## src/core/serdes_cfg.svh

```systemverilog
// constants of the serial path select and laser safety block
`ifndef SERDES_CFG_SVH
`define SERDES_CFG_SVH
// register byte addresses
`define ADDR_CTRL 12'h000
`define ADDR_NOMINAL 12'h004
`define ADDR_STATUS 12'h008
// control and nominal register reset values
`define CTRL_RESET 8'h70
`define NOMINAL_RESET 8'h80
// axi responses
`define RESP_OKAY 2'h0
`define RESP_SLVERR 2'h2
// timing
`define CLK_MHZ 50
`define FAULT_TIME_US 2000
`define FAULT_CYCLES (`FAULT_TIME_US * `CLK_MHZ)
`define WINDOW_PCT 10
`define LOSS_BYTES 4
`define BYTE_DIV 1
`endif

```

## src/core/_unused_placeholder_never.sv

```systemverilog
// empty source unit, holds no logic
`timescale 1ns/1ns
`default_nettype none
`default_nettype wire

```

## src/core/serdes_pkg.sv

```systemverilog
// types shared by the serial path select and laser safety block
`include "serdes_cfg.svh"
package serdes_pkg;
  // software controlled pins, msb first as in the control register
  typedef struct packed {
    logic laser_power_enable;
    logic laser_on_n;
    logic ref_lock_n;
    logic equalizer_enable_n;
    logic rate_select;
    logic wrap_select;
    logic tx_route_sel_b;
    logic tx_route_sel_a;
  } ctrl_t;

  typedef enum logic [1:0] {
    SRC_NONE = 2'b00,
    SRC_INTERNAL = 2'b01,
    SRC_EXTERNAL = 2'b10
  } src_t;

  typedef struct packed {
    src_t cable;
    src_t laser;
  } tx_route_t;

  typedef enum logic [1:0] {
    LOCK_REF = 2'b00,
    LOCK_LINE = 2'b01,
    LOCK_LOOP = 2'b10
  } lock_t;

  // select code {sel_a, sel_b, wrap} to output sources
  function automatic tx_route_t route_of(input logic [2:0] code);
    tx_route_t t;
    t = '{cable: SRC_NONE, laser: SRC_NONE};
    unique case (code)
      3'h0: t.laser = SRC_INTERNAL;
      3'h1: t = '{cable: SRC_NONE, laser: SRC_NONE};
      3'h2: t = '{cable: SRC_INTERNAL, laser: SRC_INTERNAL};
      3'h3: t.cable = SRC_INTERNAL;
      3'h4: t.cable = SRC_INTERNAL;
      3'h5: t.laser = SRC_INTERNAL;
      3'h6: t = '{cable: SRC_INTERNAL, laser: SRC_EXTERNAL};
      3'h7: t.cable = SRC_INTERNAL;
    endcase
    return t;
  endfunction : route_of

  // true when the monitor level is more than the window off nominal
  function automatic logic off_window(input logic [7:0] m,
                                      input logic [7:0] nom);
    logic [7:0] d;
    logic [14:0] lhs;
    logic [14:0] rhs;
    d = (m > nom) ? 8'(m - nom) : 8'(nom - m);
    lhs = 15'(d) * 15'd100;
    rhs = 15'(nom) * 15'(`WINDOW_PCT);
    return lhs > rhs;
  endfunction : off_window
endpackage : serdes_pkg
```

## src/core/fault_timer.sv

```systemverilog
// monitor fault timer with latched fault and laser latch-off
`timescale 1ns/1ns
`default_nettype none
`include "serdes_cfg.svh"
module fault_timer #(
  parameter int FAULT_CYCLES = `FAULT_CYCLES
) (
  // clock and reset
  input wire logic aclk,
  input wire logic aresetn,
  // window result and laser-on control
  input wire logic out_of_window,
  input wire logic laser_on_n,
  // latched fault
  output logic fault
);
  localparam int CW = $clog2(FAULT_CYCLES + 1);
  typedef struct packed {
    logic [CW-1:0] cnt;
    logic fault;
  } ft_state_t;
  ft_state_t r;
  ft_state_t next_r;

  // elapsed time while out of window, fault latches until laser-on reset
  always_comb begin
    next_r = r;
    if (laser_on_n) begin
      next_r = '0;
    end else if (!r.fault) begin
      if (out_of_window) begin
        next_r.cnt = r.cnt + CW'(1);
        next_r.fault = (r.cnt == CW'(FAULT_CYCLES - 1));
      end else begin
        next_r.cnt = '0;
      end
    end
  end

  always_ff @(posedge aclk) begin
    if (!aresetn) begin
      r <= '0;
    end else begin
      r <= next_r;
    end
  end

  assign fault = r.fault;

  property p_fault_time;
    @(posedge aclk) disable iff (!aresetn)
      $rose(fault) |-> $past(r.cnt) == CW'(FAULT_CYCLES - 1);
  endproperty
  a_fault_time: assert property (p_fault_time)
    else $error("fault flagged before the fault time elapsed");

  property p_fault_hold;
    @(posedge aclk) disable iff (!aresetn)
      fault && !laser_on_n |=> fault;
  endproperty
  a_fault_hold: assert property (p_fault_hold)
    else $error("fault released without laser-on reset");

  property p_fault_clear;
    @(posedge aclk) disable iff (!aresetn)
      laser_on_n |=> !fault && r.cnt == '0;
  endproperty
  a_fault_clear: assert property (p_fault_clear)
    else $error("laser-on reset did not clear fault timer");
endmodule : fault_timer
`default_nettype wire

```

## src/core/loss_detect.sv

```systemverilog
// signal loss detector on the synchronised line input
`timescale 1ns/1ns
`default_nettype none
`include "serdes_cfg.svh"
module loss_detect #(
  parameter int LOSS_BYTES = `LOSS_BYTES
) (
  // clock and reset
  input wire logic aclk,
  input wire logic aresetn,
  // byte rate enable and line level
  input wire logic byte_tick,
  input wire logic line_level,
  // loss flag
  output logic loss
);
  typedef struct packed {
    logic prev;
    logic [3:0] cnt;
    logic loss;
  } ld_state_t;
  ld_state_t r;
  ld_state_t next_r;

  // count quiet byte ticks, any edge restarts the count
  always_comb begin
    next_r = r;
    next_r.prev = line_level;
    if (line_level != r.prev) begin
      next_r.cnt = 4'h0;
    end else if (byte_tick && r.cnt != 4'(LOSS_BYTES)) begin
      next_r.cnt = r.cnt + 4'h1;
    end
    next_r.loss = (next_r.cnt == 4'(LOSS_BYTES));
  end

  always_ff @(posedge aclk) begin
    if (!aresetn) begin
      r <= '0;
    end else begin
      r <= next_r;
    end
  end

  assign loss = r.loss;

  property p_loss_count;
    @(posedge aclk) disable iff (!aresetn)
      loss |-> r.cnt == 4'(LOSS_BYTES);
  endproperty
  a_loss_count: assert property (p_loss_count)
    else $error("loss flag without four quiet byte ticks");

  property p_loss_edge;
    @(posedge aclk) disable iff (!aresetn)
      (line_level != r.prev) |=> !loss;
  endproperty
  a_loss_edge: assert property (p_loss_edge)
    else $error("loss flag kept across a line transition");
endmodule : loss_detect
`default_nettype wire

```

## src/core/serdes_path_select.sv

```systemverilog
// serial path select, laser safety and receive lock control
`timescale 1ns/1ns
`default_nettype none
`include "serdes_cfg.svh"
module serdes_path_select
  import serdes_pkg::*;
#(
  parameter int FAULT_CYCLES = `FAULT_CYCLES,
  parameter int BYTE_DIV = `BYTE_DIV
) (
  // clock and reset
  input wire logic aclk,
  input wire logic aresetn,
  // axi4-lite write address and data
  input wire logic [11:0] awaddr,
  input wire logic awvalid,
  output logic awready,
  input wire logic [31:0] wdata,
  input wire logic [3:0] wstrb,
  input wire logic wvalid,
  output logic wready,
  // axi4-lite write response
  output logic [1:0] bresp,
  output logic bvalid,
  input wire logic bready,
  // axi4-lite read
  input wire logic [11:0] araddr,
  input wire logic arvalid,
  output logic arready,
  output logic [31:0] rdata,
  output logic [1:0] rresp,
  output logic rvalid,
  input wire logic rready,
  // transmit streams
  input wire logic internal_stream,
  input wire logic external_serial_in,
  output logic cable_serial_out,
  output logic laser_serial_out,
  // laser safety
  input wire logic [7:0] monitor_feedback,
  output logic laser_drive_enable,
  output logic monitor_force_low,
  output logic fault_flag,
  // receive side
  input wire logic line_serial_in,
  input wire logic loopback_serial_in,
  input wire logic link_unusable,
  output logic rx_rate_high,
  output logic equalizer_in_path,
  output logic rx_serial_data,
  output logic [1:0] rx_lock_source,
  output logic signal_loss_a,
  output logic signal_loss_b
);
  typedef struct packed {
    logic [11:0] pin_s1;
    logic [11:0] pin_s2;
    ctrl_t ctrl;
    logic [7:0] nominal;
    logic aw_held;
    logic w_held;
    logic [11:0] aw_addr;
    logic [31:0] w_data;
    logic [3:0] w_strb;
    logic bvalid;
    logic [1:0] bresp;
    logic rvalid;
    logic [1:0] rresp;
    logic [31:0] rdata;
    logic [7:0] div_cnt;
    logic byte_tick;
    lock_t lock;
    logic cable_out;
    logic laser_out;
    logic rx_data;
    logic [7:0] mon_prev;
    logic [7:0] mon_ok;
  } state_t;
  state_t r;
  state_t next_r;

  tx_route_t route;
  logic ext_s;
  logic line_s;
  logic loop_s;
  logic unuse_s;
  logic [7:0] mon_s;
  logic fault;
  logic out_of_window;
  logic [2:0] code;

  //////////////////////////////////////////////////////////////////////
  // synchronised pin levels, read from the second stage; monitor word from the agreed copy mon_ok
  assign ext_s = r.pin_s2[0];
  assign line_s = r.pin_s2[1];
  assign loop_s = r.pin_s2[2];
  assign unuse_s = r.pin_s2[3];
  assign mon_s = r.mon_ok;
  assign code = {r.ctrl.tx_route_sel_a, r.ctrl.tx_route_sel_b,
                 r.ctrl.wrap_select};
  assign route = route_of(code);
  assign out_of_window = off_window(mon_s, r.nominal);

  // driver on only with laser-on low, power high and no fault
  assign laser_drive_enable = !r.ctrl.laser_on_n &&
                              r.ctrl.laser_power_enable &&
                              !fault;

  //////////////////////////////////////////////////////////////////////
  // next state
  always_comb begin
    next_r = r;
    next_r.pin_s1 = {monitor_feedback, link_unusable, loopback_serial_in,
                     line_serial_in, external_serial_in};
    next_r.pin_s2 = r.pin_s1;
    // monitor word taken only when two samples agree, so no torn word
    next_r.mon_prev = r.pin_s2[11:4];
    if (r.pin_s2[11:4] == r.mon_prev) next_r.mon_ok = r.pin_s2[11:4];

    // byte rate enable for the loss detectors
    if (r.div_cnt == 8'(BYTE_DIV - 1)) begin
      next_r.div_cnt = 8'h00;
      next_r.byte_tick = 1'b1;
    end else begin
      next_r.div_cnt = r.div_cnt + 8'h01;
      next_r.byte_tick = 1'b0;
    end

    // transmit routing
    next_r.cable_out = (route.cable == SRC_INTERNAL) && internal_stream;
    unique case (route.laser)
      SRC_INTERNAL: next_r.laser_out = internal_stream;
      SRC_EXTERNAL: next_r.laser_out = ext_s;
      SRC_NONE: next_r.laser_out = 1'b0;
      default: next_r.laser_out = 1'b0;
    endcase
    if (!laser_drive_enable) begin
      next_r.laser_out = 1'b0;
    end

    // receive input select
    next_r.rx_data = r.ctrl.wrap_select ? loop_s : line_s;

    // lock source state machine
    unique case (r.lock)
      LOCK_REF: begin
        if (r.ctrl.ref_lock_n) begin
          next_r.lock = r.ctrl.wrap_select ? LOCK_LOOP :
                        (unuse_s ? LOCK_REF : LOCK_LINE);
        end
      end
      LOCK_LINE: begin
        next_r.lock = !r.ctrl.ref_lock_n ? LOCK_REF :
                      r.ctrl.wrap_select ? LOCK_LOOP :
                      (unuse_s ? LOCK_REF : LOCK_LINE);
      end
      LOCK_LOOP: begin
        if (!r.ctrl.ref_lock_n) begin
          next_r.lock = LOCK_REF;
        end else if (!r.ctrl.wrap_select) begin
          next_r.lock = unuse_s ? LOCK_REF : LOCK_LINE;
        end
      end
      default: next_r.lock = LOCK_REF;
    endcase

    // axi write: address and data in either order
    if (awvalid && awready) begin
      next_r.aw_held = 1'b1;
      next_r.aw_addr = awaddr;
    end
    if (wvalid && wready) begin
      next_r.w_held = 1'b1;
      next_r.w_data = wdata;
      next_r.w_strb = wstrb;
    end
    if (r.bvalid && bready) begin
      next_r.bvalid = 1'b0;
    end
    if (r.aw_held && r.w_held && !r.bvalid) begin
      next_r.aw_held = 1'b0;
      next_r.w_held = 1'b0;
      next_r.bvalid = 1'b1;
      next_r.bresp = `RESP_OKAY;
      unique case ({r.aw_addr[11:2], 2'b00})
        `ADDR_CTRL: begin
          if (r.w_strb[0]) next_r.ctrl = ctrl_t'(r.w_data[7:0]);
        end
        `ADDR_NOMINAL: begin
          if (r.w_strb[0]) next_r.nominal = r.w_data[7:0];
        end
        `ADDR_STATUS: next_r.bresp = `RESP_OKAY;
        default: next_r.bresp = `RESP_SLVERR;
      endcase
    end

    // axi read
    if (arvalid && arready) begin
      next_r.rvalid = 1'b1;
      next_r.rresp = `RESP_OKAY;
      unique case ({araddr[11:2], 2'b00})
        `ADDR_CTRL: next_r.rdata = {24'h000000, r.ctrl};
        `ADDR_NOMINAL: next_r.rdata = {24'h000000, r.nominal};
        `ADDR_STATUS: next_r.rdata = {25'h0000000, unuse_s,
                                      laser_drive_enable, r.lock,
                                      signal_loss_b, signal_loss_a,
                                      fault};
        default: begin
          next_r.rdata = 32'h00000000;
          next_r.rresp = `RESP_SLVERR;
        end
      endcase
    end else if (r.rvalid && rready) begin
      next_r.rvalid = 1'b0;
    end
  end

  // state register
  always_ff @(posedge aclk) begin
    if (!aresetn) begin
      r <= '0;
      r.ctrl <= ctrl_t'(`CTRL_RESET);
      r.nominal <= `NOMINAL_RESET;
    end else begin
      r <= next_r;
    end
  end

  //////////////////////////////////////////////////////////////////////
  // timed fault and latch-off
  fault_timer #(
    .FAULT_CYCLES(FAULT_CYCLES)
  ) u_fault (
    .aclk(aclk),
    .aresetn(aresetn),
    .out_of_window(out_of_window),
    .laser_on_n(r.ctrl.laser_on_n),
    .fault(fault)
  );

  // loss detectors see the line input only, ahead of the equalizer
  loss_detect u_loss_a (
    .aclk(aclk),
    .aresetn(aresetn),
    .byte_tick(r.byte_tick),
    .line_level(line_s),
    .loss(signal_loss_a)
  );

  loss_detect u_loss_b (
    .aclk(aclk),
    .aresetn(aresetn),
    .byte_tick(r.byte_tick),
    .line_level(line_s),
    .loss(signal_loss_b)
  );

  //////////////////////////////////////////////////////////////////////
  // outputs
  assign awready = !r.aw_held;
  assign wready = !r.w_held;
  assign bvalid = r.bvalid;
  assign bresp = r.bresp;
  assign arready = !r.rvalid;
  assign rvalid = r.rvalid;
  assign rresp = r.rresp;
  assign rdata = r.rdata;
  assign cable_serial_out = r.cable_out;
  assign laser_serial_out = r.laser_out;
  assign fault_flag = fault;
  assign monitor_force_low = fault;
  assign rx_rate_high = r.ctrl.rate_select;
  assign equalizer_in_path = !r.ctrl.equalizer_enable_n;
  assign rx_serial_data = r.rx_data;
  assign rx_lock_source = r.lock;

  //////////////////////////////////////////////////////////////////////
  // checks
  property p_route_off;
    @(posedge aclk) disable iff (!aresetn)
      code == 3'h1 |=> !cable_serial_out && !laser_serial_out;
  endproperty
  a_route_off: assert property (p_route_off)
    else $error("code 1 drove an output");

  property p_route_ext;
    @(posedge aclk) disable iff (!aresetn)
      code == 3'h6 && laser_drive_enable |=>
        laser_serial_out == $past(ext_s) &&
        cable_serial_out == $past(internal_stream);
  endproperty
  a_route_ext: assert property (p_route_ext)
    else $error("code 6 routing wrong");

  property p_laser_off;
    @(posedge aclk) disable iff (!aresetn)
      (r.ctrl.laser_on_n || !r.ctrl.laser_power_enable) |=>
        !laser_serial_out;
  endproperty
  a_laser_off: assert property (p_laser_off)
    else $error("laser data while driver disabled");

  property p_rx_sel;
    @(posedge aclk) disable iff (!aresetn)
      r.ctrl.wrap_select |=> rx_serial_data == $past(loop_s);
  endproperty
  a_rx_sel: assert property (p_rx_sel)
    else $error("wrap did not select loopback input");

  property p_lock_ref;
    @(posedge aclk) disable iff (!aresetn)
      !r.ctrl.ref_lock_n |=> rx_lock_source == LOCK_REF;
  endproperty
  a_lock_ref: assert property (p_lock_ref)
    else $error("not on reference lock while ref_lock_n low");

  property p_lock_unuse;
    @(posedge aclk) disable iff (!aresetn)
      $rose(unuse_s) && rx_lock_source == LOCK_LINE &&
        r.ctrl.ref_lock_n && !r.ctrl.wrap_select |=>
        rx_lock_source == LOCK_REF;
  endproperty
  a_lock_unuse: assert property (p_lock_unuse)
    else $error("link_unusable did not return to reference lock");

  property p_lock_loop;
    @(posedge aclk) disable iff (!aresetn)
      r.ctrl.ref_lock_n && r.ctrl.wrap_select |=>
        rx_lock_source == LOCK_LOOP;
  endproperty
  a_lock_loop: assert property (p_lock_loop)
    else $error("wrap mode left loopback lock");
endmodule : serdes_path_select
`default_nettype wire

```

## config.mk

```make
export PLATFORM = sky130hd
export DESIGN_NAME = serdes_path_select
export DESIGN_NICKNAME = d
export VERILOG_FILES = /design/src/core/_unused_placeholder_never.sv /design/src/core/serdes_pkg.sv /design/src/core/fault_timer.sv /design/src/core/loss_detect.sv /design/src/core/serdes_path_select.sv
export VERILOG_INCLUDE_DIRS = /design/src /design/src/core
export SDC_FILE = /design/constraint.sdc
export NUM_CORES = 1
export LEC_CHECK = 0
export BUFFER_PORTS_ARGS = -buffer_cell sky130_fd_sc_hd__buf_2
export CORE_MARGIN = 4
export CORE_UTILIZATION = 51
export DETAILED_ROUTE_END_ITERATION = 6
export GPL_TIMING_DRIVEN = 0
export HOLD_SLACK_MARGIN = 0.03
export PLACE_DENSITY_LB_ADDON = 0.3
export RECOVER_POWER = 25
export SYNTH_ARGS = -nofsm -noshare
export SYNTH_HDL_FRONTEND = slang
export SYNTH_HIERARCHICAL = 1
export SYNTH_SLANG_ARGS = --single-unit
```

## constraint.sdc

```tcl
create_clock -name aclk -period 5.54 [get_ports aclk]
set_input_delay 0 -clock aclk [delete_from_list [all_inputs] [get_ports aclk]]
set_output_delay 0 -clock aclk [all_outputs]
set_load 0.01 [all_outputs]
```

# == Word level (Yosys, flattened, before mapping) ==
# Index checks and enable logic that the tools add are counted.
# W data, S select, Z words.
# op_classes
n_shift,0
n_lt_le_gt_ge,2
mul,2
n_bitwise,1
reduce_logical,37
n_mux,27
addsub,6
eq_ne,24
div,0
# ops
operator,n
$pmux W8 S3,1
$eq A10 B1 Y1 const B,2
$eq A10 B2 Y1 const B,2
$logic_not A10 Y1,2
$add A17 B1 Y17 const B,1
$eq A17 B17 Y1 const B,1
$mux W17,1
$mux W4,4
$sub A8 B8 Y8,2
$gt A15 B12 Y1,1
$mux W2,7
$mul A8 B5 Y13 const B,1
$eq A3 B3 Y1 const B,4
$logic_and A1 B1 Y1,12
$mul A8 B3 Y11 const B,1
$mux W1,9
$reduce_or A3 Y1,3
$add A4 B1 Y4 const B,2
$add A8 B1 Y8 const B,1
$eq A4 B3 Y1 const B,2
$eq A8 B8 Y1,1
$gt A8 B8 Y1,1
$logic_not A8 Y1,1
$mux W8,1
other kinds (20),36
# totals
out_inout_bits,53
mem_count,0
ramBits,0
inputBits,80
register_bits,160
wordCells,135
rom_bits,0
latch_bits,0

# == Longest topological paths before layout ==
# Gate-level depths: netlist of run 1.
# depth
word_depth,6
mapped_depth,33

# == By module ==
# Netlist of run 1, hierarchy kept.
# modules_own_cells
module,seq_area_each_um2,n_inst,area_per_inst_um2,cells_per_inst
serdes_path_select,2062.0,1,5899.4,672
fault_timer,360.3,1,885.8,104
loss_detect,120.1,2,310.3,34

# == Worst setup path after synthesis of run 1 ==
# OpenSTA, ideal clock, no wires.
# synth_path
path_type,register to register
start,register r[123] (netlist name)
end,register u_fault/r[10] (netlist name)
path_stages_with_launch,32
setup_ns,0.128
synth_period_minus_slack_ns,6.145
arrival_ns,6.017
required_time_ns,5.412
slack_ns,-0.605
path_cell_list,dfxtp_1 -> inv_1 -> ha_1 -> buf_2 -> a211o_1 -> a21oi_1 -> a21o_1 -> mux2i_1 -> xnor2_1 -> ha_1 -> ha_1 -> inv_1 -> fa_1 -> inv_1 -> ha_1 -> nand2_1 -> o21ai_0 -> o21ai_0 -> nor2b_1 -> xnor2_1 -> ha_1 -> and4_1 -> nand4_1 -> nor3_1 -> nand2_1 -> o22ai_1 -> o211ai_1 -> nor2_1 -> or2_2 -> clkbuf_1 -> clkbuf_1 -> nor2_1
# synth_between
elab_chain_len,5
# synth_rtl
item,line_no,rtl
"start, declared",serdes_path_select.sv:79,state_t r;
"start signal, assigned",serdes_path_select.sv:225,r <= next_r;
$sub A8 B8 Y8 / $gt A8 B8 Y1 (equally long branches),serdes_pkg.sv:56,d = (m > nom) ? 8'(m - nom) : 8'(nom - m);
$mux W8,serdes_pkg.sv:56,
$mul A8 B5 Y13,serdes_pkg.sv:57,lhs = 15'(d) * 15'd100;
$gt A15 B12 Y1 *,serdes_pkg.sv:59,return lhs > rhs;
via out_of_window,serdes_path_select.sv:89,logic out_of_window;
$mux W17 *,fault_timer.sv:31,if (out_of_window) begin
"end signal, assigned",fault_timer.sv:44,r <= next_r;
"end, declared",fault_timer.sv:22,ft_state_t r;
# The timed path passes the listed nets; every way through them passes the cells marked *.
# A chain may end at the register's enable or synchronous reset.

# == Worst setup path after layout of run 1 ==
# layout_path
start,register r[125] (netlist name)
end,"register u_fault.r, in the netlist u_fault/fault"
# layout_between
elab_chain_len,6
# layout_rtl
item,line_no,rtl
$sub A8 B8 Y8 / $gt A8 B8 Y1 (equally long branches),serdes_pkg.sv:56,
$mux W8,serdes_pkg.sv:56,
$mul A8 B5 Y13,serdes_pkg.sv:57,
$gt A15 B12 Y1 *,serdes_pkg.sv:59,
via out_of_window,serdes_path_select.sv:89,
$mux W1 *,fault_timer.sv:31,
$mux W1 *,fault_timer.sv:30,end else if (!r.fault) begin
# Marks and branches as above.

==> results.py, run 1 <==
metrics = {
    "synthesis": {
        "async_flop_share_pct": 0,
        "synth-seq-area-share_pct": 35.95,
        "synth_cells": 844,
        "synth_area_mm2": 0.007406,
        "yosysUniqueCellTypes": 60,
        "ys.flop_type": "dfxtp_1",
        "yosys_warnings": 6,
        "synth_edf_count": 0,
        "avgSynthCellArea_um2": 8.775,
        "ys_seq_elements": 133,
    },
    "floorplanning": {
        "die_height_um": 128.5,
        "core_mm2": 0.01404,
        "fp.dieW_um": 128.5,
        "start_util_pct": 52.74,
        "rows": 43,
        "num_io_pins": 133,
        "die_area_mm2": 0.01651,
    },
    "min_path": {
        "hold_start": "araddr[10]",
        "min_to": "rdata[7]",
        "hold_depth": 6,
        "hold_path.class": "in -> reg",
    },
    "layout": {
        "antenna_cells": 0,
        "final_cells": 1230,
        "nets": 1193,
        "synthToLayoutAreaGrowth_pct": 31.54,
        "fin_util_pct": 69.38,
        "drive_gt1_share_pct": 23.71,
    },
    "cts": {
        "cts-buffers-inserted": 17,
        "cts.sinks": 133,
        "path_clk_slew_ns": 0.05,
        "root_buffer": "clkbuf_16",
        "cts_tree": "built",
        "clk_latency_ns": 0.42,
        "htree_levels": 4,
        "max-clock-path-buffers": 2,
    },
    "place": {
        "place.gp.congestion": 0.8614,
        "hpwlAfterDp_um": 12010,
        "post-place-ws_ns": -0.9620,
        "dp_cells": 1122,
        "numPortBuffers": 73,
    },
    "worst_setup_path": {
        "cp_data_required_time_ns": 5.84,
        "worst-setup-path-type": "reg -> reg",
        "worst_r2r_endpoint": "u_fault/fault",
        "crit_path_end_kind": "flip-flop",
        "crit_slowest_cell": "dfxtp_2",
        "reg2regPathDepth": 31,
        "startpoint_type": "flip-flop",
        "rr_startpoint": "r[125]",
        "crit_path_max_fanout": 5,
        "critPathMaxStageDelay_ns": 0.38,
        "crit_path_frequent_cell": "ha_1",
        "cp.arrival_ns": 6.35,
        "ff2ff_setup_slack_ns": -0.50,
    },
    "power_and_ir_drop": {
        "peakVddDrop_v": 0.0002457,
        "p_switching_uw": 684.1,
        "internal_power_mw": 1.859,
        "p_per_area_mw_per_mm2": 261.0,
        "p_comb_share_pct": 19.2,
        "clkPwrFrac_pct": 41.4,
        "swShare_pct": 26.90,
        "p_seq_share_pct": 39.4,
        "p_leak_nw": 4.425,
        "finalPower_mw": 2.543,
    },
    "sta": {
        "hold_viol": 0,
        "tightest_slew_ns": 0.6077,
        "drv_slew": 0,
        "relSlewSlack_pct": 59.49,
        "finClkSkew_ns": 0.006190,
        "setup_viol": 18,
        "post-route-period-util_pct": 109.1,
        "period_minus_slack_ns": 6.044,
        "fmax_ghz": 0.1655,
        "rsz0062_at_grt": "yes",
        "worst_slack_ns": -0.5039,
    },
    "routing": {
        "viasPerCell": 5.190,
        "drt_iter0_drc": 252,
        "routedWlPerCell_um": 14.70,
        "vias": 6384,
        "first_pass_iters": 6,
        "wl_um": 18080,
        "drc": 0,
        "antenna_left": 0,
    },
    "global_route": {
        "grt_pass1_vias": 6321,
        "grt_max_degree": 17,
        "antenna_found_initial": 0,
        "grt-ovfl-total": 0,
        "grt_pass1_wl_um": 29460,
        "grt_use_total_pct": 22.10,
    },
    "job": {
        "cap_violations": 0,
    },
    "status": {
        "violations": "negative setup slack",
        "status": "finished, violations left",
    },
}
## through the flow
| stage | hold slack (ns) | instance area (um^2) | TNS, ns |
|---|---|---|---|
| finish | 0.05478 | 9742 | -8.585 |
| floorplan | 0.09902 | 7620 | -2.191 |
| global route | 0.1267 | 9742 | -14.68 |
| CTS | 0.03420 | 9524 | -5.979 |
| detailed placement | 0.1972 | 8210 | -15.77 |
| global placement | 0.1911 | 8210 | -14.43 |
## cell type report
class	count	area [um^2]
Tap cell	180	225.2
Inverter	56	212.7
Multi-Input combinational cell	617	4578
Buffer	61	421.7
Fill cell	1058	4300
Clock inverter	12	106.4
Sequential cell	133	2694
Timing Repair Buffer	152	1051
Clock buffer	19	452.9
## registers in the layout, summed over array words and instances, names as in the netlist, 2 cells and up
register and flops:
u_loss_b/r 5, rdata 8, u_loss_a/r 5, mon_s 8, r 51, u_fault/r 17, code 3, next_r 20
rx_lock_source 2
## routing by layer
metal | part of all wire (%) | routed length, um | vias up | global-route usage (%)
met2 | 51 | 9298 | 194 | 39.56
li1 | - | - | 3195 | -
met4 | 3.0 | 538 | 0 | 8.215
met3 | 4.7 | 852 | 45 | 5.729
met1 | 41 | 7393 | 2950 | 25.30
met5 | 0 | 0 | - | 0
## timing repair
action,in CTS,in global routing
hold buffers,39,0
endpoints found under the setup margin,18,18
gates cloned,1,0
pin swaps,37,36
gates resized for setup,46,39
buffers inserted,29,10
hold endpoints to repair,50,0
## cell usage after synthesis, types with 4 or more instances
cell type / number / share of area (%)
ha_1: 69 / 12
and3_1: 6 / 0.51
o21bai_1: 5 / 0.51
nor2b_1: 13 / 1.1
inv_1: 53 / 2.7
and3b_1: 4 / 0.47
and2_1: 36 / 3.0
dfxtp_1: 133 / 36
mux2i_1: 40 / 5.4
clkbuf_1: 17 / 0.86
a22oi_1: 8 / 0.81
xor2_1: 23 / 2.7
xnor2_1: 26 / 3.1
or3_1: 4 / 0.34
nor2_1: 79 / 4.0
a21oi_1: 50 / 3.4
o211ai_1: 7 / 0.71
nand3_1: 23 / 1.6
a21o_1: 9 / 0.91
nor3_1: 11 / 0.74
buf_2: 4 / 0.27
nor4_1: 11 / 0.93
nand2_1: 81 / 4.1
nand2b_1: 4 / 0.34
nand4_1: 8 / 0.68
buf_4: 39 / 4.0
o21ai_0: 27 / 1.8
mux2_2: 4 / 0.61
fa_1: 6 / 1.6
## power groups by stage
stage | Combinational [mW] | Sequential, mW | Clock (mW)
final | 0.489 | 1.00 | 1.05
after global routing | 0.548 | 1.00 | 1.11
after CTS | 0.440 | 1.00 | 1.07
after detailed placement | 0.371 | 1.02 | 0
after global placement | 0.363 | 1.02 | 0
after floorplan | 0.285 | 1.02 | 0
## worst max-delay path by stage
stage / cells after the start / slack [ns] / from / endpoint
2_1_floorplan: 31 / -0.22 / r[123] / u_fault/r[16]
3_3_place_gp: 30 / -0.89 / r[124] / u_fault/r[10]
3_5_place_dp: 31 / -0.96 / r[122] / u_fault/r[10]
4_1_cts: 31 / -0.43 / r[123] / u_fault/r[17]
5_1_grt: 32 / -0.85 / r[122] / u_fault/fault
6_report: 31 / -0.50 / r[125] / u_fault/fault
## cell usage in the layout, fill, tap and decap left out, types with 7 or more instances in the layout
| master | netlist | final |
|---|---|---|
| nand2_1 | 81 | 79 |
| nor2_2 | 0 | 7 |
| buf_6 | 2 | 9 |
| mux2i_1 | 40 | 37 |
| inv_1 | 53 | 48 |
| o21ai_0 | 27 | 24 |
| clkbuf_16 | 0 | 17 |
| nor3_1 | 11 | 9 |
| ha_1 | 69 | 60 |
| ha_4 | 0 | 8 |
| inv_2 | 3 | 7 |
| nand3_1 | 23 | 21 |
| nand4_1 | 8 | 8 |
| nor2_1 | 79 | 71 |
| nor4_1 | 11 | 11 |
| and2_1 | 36 | 34 |
| conb_1 | 1 | 26 |
| a21oi_1 | 50 | 42 |
| clkbuf_1 | 17 | 40 |
| buf_4 | 39 | 74 |
| dlygate4sd3_1 | 0 | 39 |
| xnor2_1 | 26 | 21 |
| xor2_1 | 23 | 22 |
| buf_2 | 4 | 49 |
| dfxtp_1 | 133 | 122 |
| a22oi_1 | 8 | 8 |
| nor2b_1 | 13 | 12 |
| o211ai_1 | 7 | 7 |
| a21o_1 | 9 | 9 |
| dfxtp_4 | 0 | 7 |
## worst max-delay path, delay by kind of cell (launching register included)
kind / cells / cell delay (ns)
AO/OA/AOI/OAI: 8 / 1.32
XOR/XNOR: 2 / 0.37
adder cells (fa/ha/maj): 6 / 1.84
buffers and inverters: 5 / 0.74
flip-flops: 1 / 0.38
multiplexers: 1 / 0.23
AND/OR/NAND/NOR: 9 / 1.04
## cell families after synthesis
group | share of synthesized area (%)
xor gates and xnor gates | 5.795
other | 0.05064
adders and majority gates | 13.28
AOI/OAI and AO/OA | 10.81
DFF | 35.95
buffers and inverters | 8.295
muxes | 6.014
and+or+nand+nor | 19.80
Power figures use the tool's default switching activity.
==> run 2: changes to the inputs <==
--- a/config.mk
+++ b/config.mk
@@ -8,7 +8,7 @@
 export LEC_CHECK = 0
 export BUFFER_PORTS_ARGS = -buffer_cell sky130_fd_sc_hd__buf_2
 export CORE_MARGIN = 4
-export CORE_UTILIZATION = 51
+export CORE_UTILIZATION = 40
 export DETAILED_ROUTE_END_ITERATION = 6
 export GPL_TIMING_DRIVEN = 0
 export HOLD_SLACK_MARGIN = 0.03
==> results.py, run 2 (synthesis gave the netlist of run 1 again) <==
metrics = {
    "power_and_ir_drop": {
        "clkPwrFrac_pct": 42.5,
        "p_seq_share_pct": 38.9,
        "p_leak_nw": 4.459,
        "peakVddDrop_v": 0.0002256,
        "p_switching_uw": 692.9,
        "p_per_area_mw_per_mm2": 260.7,
        "swShare_pct": 26.94,
        "finalPower_mw": 2.572,
        "internal_power_mw": 1.879,
        "p_comb_share_pct": 18.7,
    },
    "floorplanning": {
        "num_io_pins": 133,
        "start_util_pct": 40.95,
        "die_height_um": 144.1,
        "die_area_mm2": 0.02076,
        "fp.dieW_um": 144.1,
        "core_mm2": 0.01809,
        "rows": 49,
    },
    "sta": {
        "setup_viol": 18,
        "tightest_slew_ns": 0.6375,
        "rsz0062_at_grt": "yes",
        "period_minus_slack_ns": 5.962,
        "fmax_ghz": 0.1677,
        "worst_slack_ns": -0.4219,
        "drv_slew": 0,
        "post-route-period-util_pct": 107.6,
        "finClkSkew_ns": 0.008123,
        "fin_hold_ws_ns": 0.05104,
        "relSlewSlack_pct": 57.50,
        "hold_viol": 0,
    },
    "routing": {
        "vias": 6175,
        "antenna_left": 0,
        "first_pass_iters": 4,
        "routedWlPerCell_um": 13.52,
        "drt_iter0_drc": 274,
        "wl_um": 17340,
        "viasPerCell": 4.817,
        "drc": 0,
    },
    "worst_setup_path": {
        "cp.arrival_ns": 6.28,
        "crit_path_frequent_cell": "inv_2",
        "cp_data_required_time_ns": 5.85,
        "crit_slowest_cell": "fa_1",
        "startpoint_type": "flip-flop",
        "worst-setup-path-type": "reg -> reg",
        "crit_path_max_fanout": 6,
        "crit_path_end_kind": "flip-flop",
        "critPathMaxStageDelay_ns": 0.49,
    },
    "place": {
        "place.gp.congestion": 0.8741,
        "dp_cells": 1171,
        "numPortBuffers": 73,
        "hpwlAfterDp_um": 12140,
    },
    "global_route": {
        "antenna_found_initial": 0,
        "grt_max_degree": 17,
        "grt_pass1_vias": 6073,
        "grt_pass1_wl_um": 28570,
        "grt-ovfl-total": 0,
        "grt_use_total_pct": 17.05,
    },
    "cts": {
        "htree_levels": 4,
        "max-clock-path-buffers": 2,
        "clk_latency_ns": 0.42,
        "root_buffer": "clkbuf_16",
        "cts.sinks": 133,
        "cts-buffers-inserted": 17,
        "cts_tree": "built",
        "path_clk_slew_ns": 0.06,
    },
    "min_path": {
        "hold_path.class": "in -> reg",
    },
    "layout": {
        "max_flop_register": "r",
        "nets": 1195,
        "final_common_cell": "dfxtp_1",
        "synthToLayoutAreaGrowth_pct": 33.20,
        "fin_util_pct": 54.54,
        "largest_reg_flops": 51,
        "most-common-layout-cells": "dfxtp_1 (123), nand2_1 (79), buf_4 (71)",
        "antenna_cells": 0,
        "drive_gt1_share_pct": 24.31,
        "final_cells": 1282,
    },
    "status": {
        "violations": "negative setup slack",
        "status": "finished, violations left",
    },
    "job": {
        "cap_violations": 0,
    },
}
## run 2: cell count changes in the layout (fill, tap and decap cells not counted), moves of 3 or more
cell / delta
clkinv_2: -3
buf_4: -3
buf_6: +4
inv_6: +4
nor2_1: -3
## run 2: what timing repair did
action,4_1_cts,5_1_grt
pin swaps,35,27
resized for setup,54,34
hold endpoints to repair,51,0
hold buffers,39,0
setup endpoints to repair,18,18
setup buffers,25,16
cloned,1,0
## run 2: area by class of cell
cell class | instances | area [um^2]
Tap cell | 229 | 286.5
Clock buffer | 20 | 466.7
Sequential cell | 133 | 2693
Buffer | 61 | 435.4
Timing Repair Buffer | 154 | 1077
Inverter | 56 | 212.7
Multi-Input combinational cell | 617 | 4576
Clock inverter | 12 | 117.6
Fill cell | 1614 | 8222
## run 2: path summary, 6_finish.rpt
path | startpoint | end | slack, ns | depth (start not counted)
worst max-delay path | mon_s[0] | u_fault/r[10] | -0.42 | 32
worst min-delay path | araddr[9] | rdata[7] | 0.05 | 6
worst max register to register | mon_s[0] | u_fault/r[10] | -0.42 | 32
worst min register to register | next_r[142] | next_r[12] | 0.43 | 1
## run 2: through the flow
stage	instance area, um^2	TNS, ns	setup WS, ns
after CTS	9639	-6.714	-0.4085
after detailed placement	8272	-17.68	-1.073
after global routing	9864	-11.61	-0.6655
after global placement	8272	-16.19	-0.9903
after floorplan	7620	-2.191	-0.2211
final	9864	-7.064	-0.4219
## run 2: worst max-delay path, delay by kind of cell (launching register included)
kind	cells	cell delay, ns
AO/OA/AOI/OAI	7	1.22
XOR/XNOR	2	0.30
adder cells (fa/ha/maj)	7	2.03
buffers and inverters	9	0.98
flip-flops	1	0.32
multiplexers	1	0.27
AND/OR/NAND/NOR	6	0.73
## run 2: routing by layer
| metal | GRT usage (%) | vias to the layer above | share of wire, % |
|---|---|---|---|
| li1 | - | 3209 | - |
| met1 | 20.81 | 2815 | 44 |
| met2 | 29.05 | 118 | 50 |
| met3 | 4.034 | 33 | 4.0 |
| met4 | 6.640 | 0 | 2.1 |
| met5 | 0 | - | 0 |
## run 2: power by group through the flow
stage	Sequential, mW	Clock [mW]	Combinational (mW)
6_report	0.999	1.09	0.480
3_3_place_gp	1.02	0	0.367
4_1_cts	0.999	1.11	0.441
5_1_grt	1.00	1.16	0.537
3_5_place_dp	1.02	0	0.373
2_1_floorplan	1.02	0	0.285
